--- src/hw/serr_mask_pkg.sv ---
package serr_mask_pkg;

  // configuration dword that holds the mask, byte lane 0
  localparam logic [7:0] MASK_DWORD_ADDR = 8'h64;
  localparam int         MASK_LANE       = 0;
  localparam logic [7:0] MASK_RESET      = 8'h00;
  localparam logic [7:0] MASK_WRITABLE   = 8'h7E;

  // levels that the outputs take while reset is applied
  localparam logic [31:0] RDATA_RESET    = 32'h00000000;
  localparam logic        RVALID_RESET   = 1'b0;
  localparam logic        PIN_IDLE_LEVEL = 1'b1;
  localparam logic        PIN_IDLE_OE    = 1'b0;

  // field positions inside the mask byte
  localparam int BIT_PW_PARITY   = 1;
  localparam int BIT_PW_NODELIV  = 2;
  localparam int BIT_PW_TABORT   = 3;
  localparam int BIT_PW_MABORT   = 4;
  localparam int BIT_DW_NODELIV  = 5;
  localparam int BIT_DR_NODATA   = 6;

  // attempt limit behind the three nondelivery events, as a power of two
  localparam int ATTEMPT_LIMIT_LOG2 = 24;

  // configuration access from the primary bus target logic
  typedef struct packed {
    logic        write;
    logic        read;
    logic [7:0]  dword_addr;
    logic [3:0]  byte_en_n;
    logic [31:0] wdata;
  } cfg_req_t;

  // one-cycle error event pulses, one per source
  typedef struct packed {
    logic dr_nodata;
    logic dw_nodeliv;
    logic pw_mabort;
    logic pw_tabort;
    logic pw_nodeliv;
    logic pw_parity;
  } err_events_t;

endpackage

--- src/hw/system_error_event_mask.sv ---
`timescale 1ns/1ns
// Function
// posted write target parity error reaches system error unless mask bit 1 set
// posted write nondelivery after 2^24 attempts reported unless mask bit 2 set
// target abort during posted write delivery reported unless mask bit 3 set
// master abort during posted write delivery reported unless mask bit 4 set
// delayed write nondelivery after 2^24 attempts reported unless mask bit 5 set
// delayed read without data after 2^24 attempts reported unless mask bit 6 set
// unmasked events drive system error only when command register enable is set
// mask bits 0 and 7 read zero and ignore writes
// mask bits 1 to 6 reset to zero and are software readable and writable
// mask decoded at dword 64h, byte lane 0 only
// qualified events merged into one active-low pulse, one clock per event
module system_error_event_mask (
  input  wire logic                      clock,
  input  wire logic                      rst,
  input  wire serr_mask_pkg::cfg_req_t   cfg_req,
  input  wire serr_mask_pkg::err_events_t err_events,
  input  wire logic                      serr_enable,
  output logic [31:0]                    cfg_rdata,
  output logic                           cfg_rvalid,
  output logic                           serr_n_out,
  output logic                           serr_n_oe,
  output logic [7:0]                     mask_value
);

  ////////////////////////////////////////////////////////////////////////////
  // decode helpers

  // address of the access matches the mask dword
  function automatic logic dword_match(input logic [7:0] dword_addr);
    dword_match = (dword_addr == serr_mask_pkg::MASK_DWORD_ADDR);
  endfunction

  // mask lane enabled, byte enables being active low
  function automatic logic lane_enabled(input logic [3:0] byte_en_n);
    lane_enabled = !byte_en_n[serr_mask_pkg::MASK_LANE];
  endfunction

  // true when the access targets the mask byte
  function automatic logic mask_hit(input serr_mask_pkg::cfg_req_t req);
    mask_hit = dword_match(req.dword_addr) && lane_enabled(req.byte_en_n);
  endfunction

  // a source counts only while its disable bit is clear
  function automatic logic source_live(input logic pulse,
                                       input logic masked);
    source_live = pulse && !masked;
  endfunction

  // reserved positions cleared so they never read back as one
  function automatic logic [7:0] writable_only(input logic [7:0] raw);
    writable_only = raw & serr_mask_pkg::MASK_WRITABLE;
  endfunction

  ////////////////////////////////////////////////////////////////////////////
  // internal signals

  // access qualifiers
  logic       write_hit;
  logic       read_hit;

  // one disable bit per error source, each in a flop of its own
  logic       parity_off_reg;
  logic       post_fail_off_reg;
  logic       target_abort_off_reg;
  logic       master_abort_off_reg;
  logic       delayed_write_off_reg;
  logic       delayed_read_off_reg;

  // next values of the disable bits
  logic       parity_off_next;
  logic       post_fail_off_next;
  logic       target_abort_off_next;
  logic       master_abort_off_next;
  logic       delayed_write_off_next;
  logic       delayed_read_off_next;

  // mask byte as it stands and as the next edge leaves it
  logic [7:0] mask_bits;
  logic [7:0] mask_next;

  // per-source qualified events
  logic       parity_live;
  logic       post_fail_live;
  logic       target_abort_live;
  logic       master_abort_live;
  logic       delayed_write_live;
  logic       delayed_read_live;

  // any live source, then gated by the command register enable
  logic       qualified;
  logic       drive_pin;

  ////////////////////////////////////////////////////////////////////////////
  // access decode

  // only dword 64h with lane 0 enabled reaches the mask
  assign write_hit = cfg_req.write && mask_hit(cfg_req);
  assign read_hit  = cfg_req.read && mask_hit(cfg_req);

  ////////////////////////////////////////////////////////////////////////////
  // disable bit next values, replaced together by a hitting write

  // posted write parity error
  always_comb begin
    parity_off_next = parity_off_reg;
    if (write_hit) begin
      parity_off_next = cfg_req.wdata[serr_mask_pkg::BIT_PW_PARITY];
    end
  end

  // posted write nondelivery
  always_comb begin
    post_fail_off_next = post_fail_off_reg;
    if (write_hit) begin
      post_fail_off_next = cfg_req.wdata[serr_mask_pkg::BIT_PW_NODELIV];
    end
  end

  // target abort on posted write
  always_comb begin
    target_abort_off_next = target_abort_off_reg;
    if (write_hit) begin
      target_abort_off_next = cfg_req.wdata[serr_mask_pkg::BIT_PW_TABORT];
    end
  end

  // master abort on posted write
  always_comb begin
    master_abort_off_next = master_abort_off_reg;
    if (write_hit) begin
      master_abort_off_next = cfg_req.wdata[serr_mask_pkg::BIT_PW_MABORT];
    end
  end

  // delayed write nondelivery
  always_comb begin
    delayed_write_off_next = delayed_write_off_reg;
    if (write_hit) begin
      delayed_write_off_next = cfg_req.wdata[serr_mask_pkg::BIT_DW_NODELIV];
    end
  end

  // delayed read without data
  always_comb begin
    delayed_read_off_next = delayed_read_off_reg;
    if (write_hit) begin
      delayed_read_off_next = cfg_req.wdata[serr_mask_pkg::BIT_DR_NODATA];
    end
  end

  ////////////////////////////////////////////////////////////////////////////
  // disable bit registers, all clear after reset so every source reports

  // posted write parity error
  always_ff @(posedge clock or posedge rst) begin
    if (rst) begin
      parity_off_reg <= serr_mask_pkg::MASK_RESET[serr_mask_pkg::BIT_PW_PARITY];
    end else begin
      parity_off_reg <= parity_off_next;
    end
  end

  // posted write nondelivery
  always_ff @(posedge clock or posedge rst) begin
    if (rst) begin
      post_fail_off_reg <= serr_mask_pkg::MASK_RESET[serr_mask_pkg::BIT_PW_NODELIV];
    end else begin
      post_fail_off_reg <= post_fail_off_next;
    end
  end

  // target abort on posted write
  always_ff @(posedge clock or posedge rst) begin
    if (rst) begin
      target_abort_off_reg <= serr_mask_pkg::MASK_RESET[serr_mask_pkg::BIT_PW_TABORT];
    end else begin
      target_abort_off_reg <= target_abort_off_next;
    end
  end

  // master abort on posted write
  always_ff @(posedge clock or posedge rst) begin
    if (rst) begin
      master_abort_off_reg <= serr_mask_pkg::MASK_RESET[serr_mask_pkg::BIT_PW_MABORT];
    end else begin
      master_abort_off_reg <= master_abort_off_next;
    end
  end

  // delayed write nondelivery
  always_ff @(posedge clock or posedge rst) begin
    if (rst) begin
      delayed_write_off_reg <= serr_mask_pkg::MASK_RESET[serr_mask_pkg::BIT_DW_NODELIV];
    end else begin
      delayed_write_off_reg <= delayed_write_off_next;
    end
  end

  // delayed read without data
  always_ff @(posedge clock or posedge rst) begin
    if (rst) begin
      delayed_read_off_reg <= serr_mask_pkg::MASK_RESET[serr_mask_pkg::BIT_DR_NODATA];
    end else begin
      delayed_read_off_reg <= delayed_read_off_next;
    end
  end

  ////////////////////////////////////////////////////////////////////////////
  // mask byte assembly

  // current mask, reserved bits 0 and 7 have no storage and stay low
  always_comb begin
    mask_bits                                = 8'h00;
    mask_bits[serr_mask_pkg::BIT_PW_PARITY]  = parity_off_reg;
    mask_bits[serr_mask_pkg::BIT_PW_NODELIV] = post_fail_off_reg;
    mask_bits[serr_mask_pkg::BIT_PW_TABORT]  = target_abort_off_reg;
    mask_bits[serr_mask_pkg::BIT_PW_MABORT]  = master_abort_off_reg;
    mask_bits[serr_mask_pkg::BIT_DW_NODELIV] = delayed_write_off_reg;
    mask_bits[serr_mask_pkg::BIT_DR_NODATA]  = delayed_read_off_reg;
  end

  // mask after the coming edge, written ones in bits 0 and 7 dropped
  always_comb begin
    mask_next                                = 8'h00;
    mask_next[serr_mask_pkg::BIT_PW_PARITY]  = parity_off_next;
    mask_next[serr_mask_pkg::BIT_PW_NODELIV] = post_fail_off_next;
    mask_next[serr_mask_pkg::BIT_PW_TABORT]  = target_abort_off_next;
    mask_next[serr_mask_pkg::BIT_PW_MABORT]  = master_abort_off_next;
    mask_next[serr_mask_pkg::BIT_DW_NODELIV] = delayed_write_off_next;
    mask_next[serr_mask_pkg::BIT_DR_NODATA]  = delayed_read_off_next;
  end

  // registered copy of the mask for the surrounding bridge logic
  always_ff @(posedge clock or posedge rst) begin
    if (rst) begin
      mask_value <= serr_mask_pkg::MASK_RESET;
    end else begin
      mask_value <= mask_next;
    end
  end

  ////////////////////////////////////////////////////////////////////////////
  // read path, answer one clock after the request

  // read acknowledge for every read request, whatever its address
  always_ff @(posedge clock or posedge rst) begin
    if (rst) begin
      cfg_rvalid <= serr_mask_pkg::RVALID_RESET;
    end else begin
      cfg_rvalid <= cfg_req.read;
    end
  end

  // mask in lane 0 on a hit, zero otherwise; a same-cycle write shows next time
  always_ff @(posedge clock or posedge rst) begin
    if (rst) begin
      cfg_rdata <= serr_mask_pkg::RDATA_RESET;
    end else if (read_hit) begin
      cfg_rdata <= {24'h000000, writable_only(mask_bits)};
    end else begin
      cfg_rdata <= 32'h00000000;
    end
  end

  ////////////////////////////////////////////////////////////////////////////
  // event qualification

  // posted write parity error
  always_comb begin
    parity_live = source_live(err_events.pw_parity, parity_off_reg);
  end

  // posted write nondelivery
  always_comb begin
    post_fail_live = source_live(err_events.pw_nodeliv, post_fail_off_reg);
  end

  // target abort on posted write
  always_comb begin
    target_abort_live = source_live(err_events.pw_tabort, target_abort_off_reg);
  end

  // master abort on posted write
  always_comb begin
    master_abort_live = source_live(err_events.pw_mabort, master_abort_off_reg);
  end

  // delayed write nondelivery
  always_comb begin
    delayed_write_live = source_live(err_events.dw_nodeliv, delayed_write_off_reg);
  end

  // delayed read without data
  always_comb begin
    delayed_read_live = source_live(err_events.dr_nodata, delayed_read_off_reg);
  end

  // several sources in one cycle still give a single low cycle
  assign qualified = parity_live || post_fail_live || target_abort_live ||
                     master_abort_live || delayed_write_live || delayed_read_live;

  // nothing reaches the pin while the command register enable is off
  assign drive_pin = qualified && serr_enable;

  ////////////////////////////////////////////////////////////////////////////
  // open-drain system error pin, driven low one clock per event

  // pin level, idle high so a released pin never looks asserted
  always_ff @(posedge clock or posedge rst) begin
    if (rst) begin
      serr_n_out <= serr_mask_pkg::PIN_IDLE_LEVEL;
    end else begin
      serr_n_out <= !drive_pin;
    end
  end

  // output enable, high only while the pin is pulled low
  always_ff @(posedge clock or posedge rst) begin
    if (rst) begin
      serr_n_oe <= serr_mask_pkg::PIN_IDLE_OE;
    end else begin
      serr_n_oe <= drive_pin;
    end
  end

endmodule // system_error_event_mask

--- config.mk ---
export PLATFORM = sky130hd
export DESIGN_NAME = system_error_event_mask
export DESIGN_NICKNAME = d
export VERILOG_FILES = /design/src/hw/serr_mask_pkg.sv /design/src/hw/system_error_event_mask.sv
export SDC_FILE = /design/constraint.sdc
export NUM_CORES = 1
export LEC_CHECK = 0
export ABC_AREA = 1
export BUFFER_PORTS_ARGS = -buffer_cell sky130_fd_sc_hd__clkbuf_2
export CAP_MARGIN = 20
export CELL_PAD_IN_SITES_DETAIL_PLACEMENT = 1
export CELL_PAD_IN_SITES_GLOBAL_PLACEMENT = 1
export CORE_MARGIN = 5
export CORE_UTILIZATION = 22
export DETAILED_ROUTE_END_ITERATION = 6
export PLACE_DENSITY_LB_ADDON = 0.1
export SYNTH_ARGS = -nofsm -noshare
export SYNTH_HDL_FRONTEND = slang
export SYNTH_SLANG_ARGS = --single-unit
--- constraint.sdc ---
create_clock -name clock -period 1.2 [get_ports clock]
set_clock_uncertainty 0.1 [all_clocks]
set_input_delay 0.12 -clock clock [delete_from_list [all_inputs] [get_ports clock]]
set_output_delay 0.12 -clock clock [all_outputs]
set_load 0.02 [all_outputs]
==> summary.txt, run 1 <==
Global route
  • Total track usage: 0.0803
  • Antenna violations before repair: 0
  • Vias in the first global route: 752
  • Pin count of the biggest net entering global routing: 16
  • Gr ovfl total: 0
  • First-pass GRT wire length: around 3400 um

Logic synthesis
  • YS warnings: 0
  • Cell type with the largest total area after synthesis: dfrtp_1
  • Mapped Area: 921 um^2
  • Synth Instances: around 110
  • Syn_area_per_cell: 8.22 um^2
  • Cell variety after synth: 13
  • Top-area cell type share of the netlist area: 0.380
  • Register area share after synthesis: 0.409
  • Synth top area cells: dfrtp_1 38%, buf_4 28%, nand2_1 9.4%
  • Number of synthesized register bits: 15

Route
  • Via/cell ratio: approximately 3.5
  • Post-route DRC violation count: 0
  • Routed via count: 715
  • Antenna viol nets, final: 0
  • DR WL/cell: 10.3 um
  • Final wirelength: 2110 um
  • DRT iter0 DRCs: 16
  • Drt pass-1 iters: 4

Power and ir drop
  • LEAKAGE: approximately 0.0007 uW
  • Peak VDD IR: ~0.30 mV
  • P per Cell Area: around 1000 nW/um^2

Placed design
  • Post-Place Cells: 198
  • Dpl hpwl: 1900 um
  • Port Buffer Count: 40
  • Final Wtd Congestion: 0.675

Floorplanning
  • Die Span X: 74.7 um
  • Effective utilization at floorplan: 0.229
  • IO Count: just under 100
  • Placement Rows: 23
  • Core ar.: 4030 um^2
  • Die area: 5580 um^2
  • Die Y: 74.7 um

STA
  • Slew Limit Fails: 0
  • Period utilisation layout: 0.948
  • Slew @ Worst Pin: 562 ps
  • Hold Violations, Final: 0
  • RSZ-0062 raised after global routing: no
  • Total Neg Setup Slack: 0 ps
  • Max-slew headroom: 0.625
  • Post-layout min period: 1140 ps
  • Final setup viols: 0
  • F_max: a little under 0.9 GHz

Setup path
  • CP Max Fanout: 3
  • Startpoint types: flop
  • Kind of critical path: flop to primary output
  • Crit path DAT: 920 ps
  • CP cell instances: buf_4 -> clkbuf_2
  • CP required: between 900 and 1000 ps
  • Critical path's slowest cell: dfrtp_1
  • CP max stage delay: around 380 ps
  • Crit path max-delay family: flip-flops
  • CP endpoint kind: primary output
  • Worst path bufs/invs: 2

Final layout
  • Final #Nets: 211
  • Fin cells: 205
  • Area delta synth->final: 23.1%
  • Commonest non-fill, non-tap cell in the layout: clkbuf_2
  • Most frequent cells in the layout: 40 x clkbuf_2, 28 x conb_1, 23 x nand2_1, 16 x inv_1, 14 x dfrtp_1
  • Antenna diode count: 0
  • Fill cell count: between 500 and 600
  • Fraction of layout instances using a drive strength above 1: 0.348

Clocking
  • CTS tree: done
  • Clock Tree Root: clkbuf_8
  • H-tree levels: 1
  • Total CTS buffers: 3
  • TritonCTS sink count: 15
  • Clk Latency, worst-skew pair: roughly 240 ps
  • Post CTS Setup Buffer Count: 0
  • CTS clk-pin slew, worst paths: 60 ps
  • Clock Path Buffers: 2

Flow run
  • Max-cap check violation count: 0

Min path
  • HP Class: primary input to flop

Run status
  • Run status: finished clean
[final timing paths]
check | start | end | slack [ps] | cells past startpoint
worst max register to register | mask_value[3] | serr_n_oe | 140 | 7
worst min register to register | mask_value[3] | mask_value[3] | 400 | 2
min in group asynchronous | rst | cfg_rdata[2] | 370 | 3
worst max-delay path | mask_value[4] | mask_value[4] | 60 | 2
max in group asynchronous | rst | serr_n_out | 260 | 3
worst min-delay path | cfg_req[1] | mask_value[1] | 20 | 3
[cells by family (layout without fill, tap and decap cells)]
family	after synthesis	in the layout	share of synthesized area
other cells	1	28	0.00407
flops	15	15	0.409
simple gates	46	46	0.245
buf+inv	50	66	0.342
[where the power goes]
group          internal (uW)  total [uW]  switching [uW]
logic                   60.1         214             154
registers                518         524            5.81
clock network            229         399             170
total                    808        1140             330
[metrics by stage]
| stage | instance area (um^2) | worst slack (ps) | power, uW | hold slack [ps] | util |
|---|---|---|---|---|---|
| after floorplan | 1020 | 237 | 741 | -79.2 | - |
| after global placement | 1050 | 68.8 | 735 | 85.8 | 0.261 |
| after detailed placement | 1050 | 33.3 | 738 | 94.0 | 0.261 |
| after CTS | 1130 | 48.8 | 1150 | 16.9 | 0.280 |
| after global routing | 1130 | 16.0 | 1210 | 19.1 | 0.281 |
| final | 1130 | 62.2 | 1140 | 19.9 | 0.281 |
[synth_stat cells]
cell     instances
nor2_1          10
conb_1           1
buf_4           34
nor2_2           1
nor3_1           1
nand3_4          1
dfrtp_1         14
nand2_1         23
dfstp_2          1
inv_1           16
nand2_2          1
nand4_1          7
nor2_4           2
[state kept, by name, indices dropped and copies added (netlist names)]
name and cells:
serr_n_out 1, cfg_rdata 6, cfg_rvalid 1, serr_n_oe 1
mask_value 6
[worst min-delay path, stage by stage]
cell,delay [ps]
clkbuf_2,80
nand4_1,80
nand2_1,50
[metal layers]
metal | track usage | vias up | routed length (um)
met2 | 0.117 | 47 | 891
met4 | 0.0356 | 0 | 0
met1 | 0.0966 | 307 | 871
met5 | 0 | - | 0
li1 | - | 361 | -
met3 | 0.0454 | 0 | 351
[what timing repair did]
item                                    CTS  global route
resized for setup                         0             1
hold buffers                              3             0
endpoints found under the hold margin    17             0
endpoints found under the setup margin    0             1
[layout make-up]
class                   instances  area (um^2)  area share
well taps                      50         62.6      0.0552
flip-flops and latches         15          377       0.332
inverters                      16         60.1      0.0530
clock inverters                 1         5.00     0.00442
multi-input cells              74          335       0.296
clock buffers                   3         41.3      0.0364
repair buffers                 46          253       0.223
(Power assumes the default switching activity.)
==> run 2: changes to the inputs <==
==> constraint.sdc (replaced) <==
create_clock -name clock -period 1.2 [get_ports clock]
set_clock_uncertainty 0.1 [all_clocks]
set_input_delay 0.12 -clock clock [delete_from_list [all_inputs] [get_ports clock]]
set_output_delay 0.12 -clock clock [all_outputs]
set_load 0.1 [all_outputs]
==> summary.txt, run 2 (synthesized netlist as in run 1, its figures left out) <==
STA
  • Hold Violations, Final: 0 (unchanged)
  • Post-layout min period: 1180 ps (+38.0 ps)
  • Hold_ws: 18.7 ps (-1.15 ps)
  • RSZ-0062 raised after global routing: yes
  • Max-slew headroom: 0.632 (+0.00679)
  • Final setup viols: 0 (unchanged)
  • Period utilisation layout: 0.980 (+0.0317)
  • Setup WS post-layout: 24.2 ps (-38.0 ps)
  • F_max: 0.850 GHz (-3.2%)
  • Slew Limit Fails: 0 (unchanged)
  • Slew @ Worst Pin: 552 ps (-10.2 ps)

Power and ir drop
  • Sequential fraction of design power: 0.340 (-0.121)
  • LEAKAGE: 0.000760 uW (+12%)
  • Sw Share: 0.452 (+0.163)
  • P_sw: 699 uW (+110%)
  • Peak VDD IR: 0.310 mV (+2.1%)
  • Clock power share: 0.254 (-0.097)
  • Int Power: 847 uW (+4.8%)
  • Combinational share of power: 0.406 (+0.218)
  • P per Cell Area: 1120 nW/um^2 (+11%)

Setup path
  • RR Endpoint: serr_n_oe
  • Startpoint types: flop
  • CP Depth: 1 (-1)
  • CP required: 980 ps (about the same)
  • CP Capture Point: serr_n_out
  • Flop2flop setup slack: 160 ps (+20 ps)
  • Crit path DAT: 960 ps (+40 ps)
  • CP endpoint kind: primary output
  • CP cell instances: buf_12
  • R2r startpoint: mask_value[5]
  • FF-to-FF path depth: 7 (unchanged)
  • Critical path's slowest cell: dfstp_2
  • CP Max Fanout: 1 (-2)
  • Crit path from: serr_n_out
  • Worst path bufs/invs: 1 (-1)
  • CP max stage delay: 540 ps (+160 ps)
  • Crit path max-delay family: flip-flops
  • Kind of critical path: flop to primary output

Final layout
  • Area delta synth->final: 50.3%
  • Top Registers: cfg_rdata (6), mask_value (6)
  • Final #Nets: 215 (+1.9%)
  • Commonest non-fill, non-tap cell in the layout: conb_1
  • Fill cell count: 504 (-1.4%)
  • Fraction of layout instances using a drive strength above 1: 0.358 (+0.0101)
  • Most frequent cells in the layout: 28 x conb_1, 25 x clkbuf_2, 23 x nand2_1, 16 x inv_1, 15 x buf_12
  • Register area: 377 um^2 (unchanged)
  • Antenna diode count: 0 (unchanged)
  • Multi-input gate area: 330 um^2 (-1.5%)

Route
  • DRT iter0 DRCs: 3 (-13)
  • Drt pass-1 iters: 4 (unchanged)
  • Final wirelength: 2160 um (+2.2%)
  • Routed via count: 726 (+1.5%)
  • Antenna viol nets, final: 0 (unchanged)
  • Via/cell ratio: 3.47 (-0.40%)
  • DR WL/cell: 10.3 um (+0.22%)
  • Post-route DRC violation count: 0 (unchanged)

Flow run
  • Max-cap check violation count: 0 (unchanged)

Global route
  • First-pass GRT wire length: 3390 um (+0.80%)
  • Total track usage: 0.0798 (-0.000510)
  • Vias in the first global route: 739 (-1.7%)
  • Pin count of the biggest net entering global routing: 16 (unchanged)
  • Gr ovfl total: 0 (unchanged)
  • Antenna violations before repair: 0 (unchanged)

Floorplanning
  • Die Span X: 74.7 um (unchanged)
  • IO Count: 98 (unchanged)
  • Effective utilization at floorplan: 0.229 (unchanged)
  • Die Y: 74.7 um (unchanged)
  • Die area: 5580 um^2 (unchanged)
  • Core ar.: 4030 um^2 (unchanged)
  • Placement Rows: 23 (unchanged)

Clocking
  • CTS clk-pin slew, worst paths: 60 ps (about the same)
  • Clock Path Buffers: 2 (unchanged)
  • Total CTS buffers: 3 (unchanged)
  • TritonCTS sink count: 15 (unchanged)
  • Post CTS Setup Buffer Count: 0 (unchanged)
  • Clock Tree Root: clkbuf_8
  • H-tree levels: 1 (unchanged)
  • CTS tree: done
  • Clk Latency, worst-skew pair: 240 ps (about the same)

Placed design
  • Dpl ws: 41.8 ps (+8.47 ps)
  • Dpl hpwl: 2000 um (+5.3%)
  • Final Wtd Congestion: 0.698 (+3.5%)
  • Port Buffer Count: 40 (unchanged)

Run status
  • Run status: finished clean

Min path
  • HP Class: primary input to flop
## run 2: metal layers
layer  GRT usage  share of wire  wire length [um]
met1      0.0926           0.41               885
met2       0.131           0.45               968
met3      0.0347           0.14               306
met4      0.0296              0                 0
met5           0              0                 0
## run 2: worst min-delay path by stage
stage / startpoint / endpoint / slack, ps / cells after the start
2_1_floorplan: rst / cfg_rdata[1] / -80 / 1
3_3_place_gp: rst / serr_n_oe / 90 / 2
3_5_place_dp: rst / cfg_rdata[4] / 80 / 2
4_1_cts: cfg_req[3] / mask_value[3] / 20 / 3
5_1_grt: cfg_req[3] / mask_value[3] / 30 / 3
6_report: cfg_req[3] / mask_value[3] / 20 / 3
## run 2: layout make-up
type	instances	share of cell area
tap	50	0.0452
inverter	16	0.0434
multi-input combinational	74	0.239
timing repair buffer	50	0.367
clock inverter	1	0.00362
sequential	15	0.272
clock buffer	3	0.0298
## run 2: through the flow
step	instance area [um^2]	utilization	std cells	power, uW	TNS [ps]
floorplan	1020	-	139	1110	0
detailed placement	1310	0.325	202	1160	0
global placement	1310	0.325	202	1150	0
finish	1380	0.343	209	1550	0
CTS	1380	0.343	209	1560	0
global route	1380	0.343	209	1610	-7.18
## run 2: power groups by stage
stage	Clock (uW)	Combinational [uW]	Sequential, uW
detailed placement	0	620	535
global placement	0	617	535
global route	436	652	527
CTS	405	629	526
finish	392	628	526
floorplan	0	540	573
## run 2: what timing repair did
| item | CTS | global route |
|---|---|---|
| hold buffers | 3 | 0 |
| endpoints found under the hold margin | 17 | 0 |
| endpoints found under the setup margin | 0 | 1 |
| gates resized for setup | 0 | 0 |
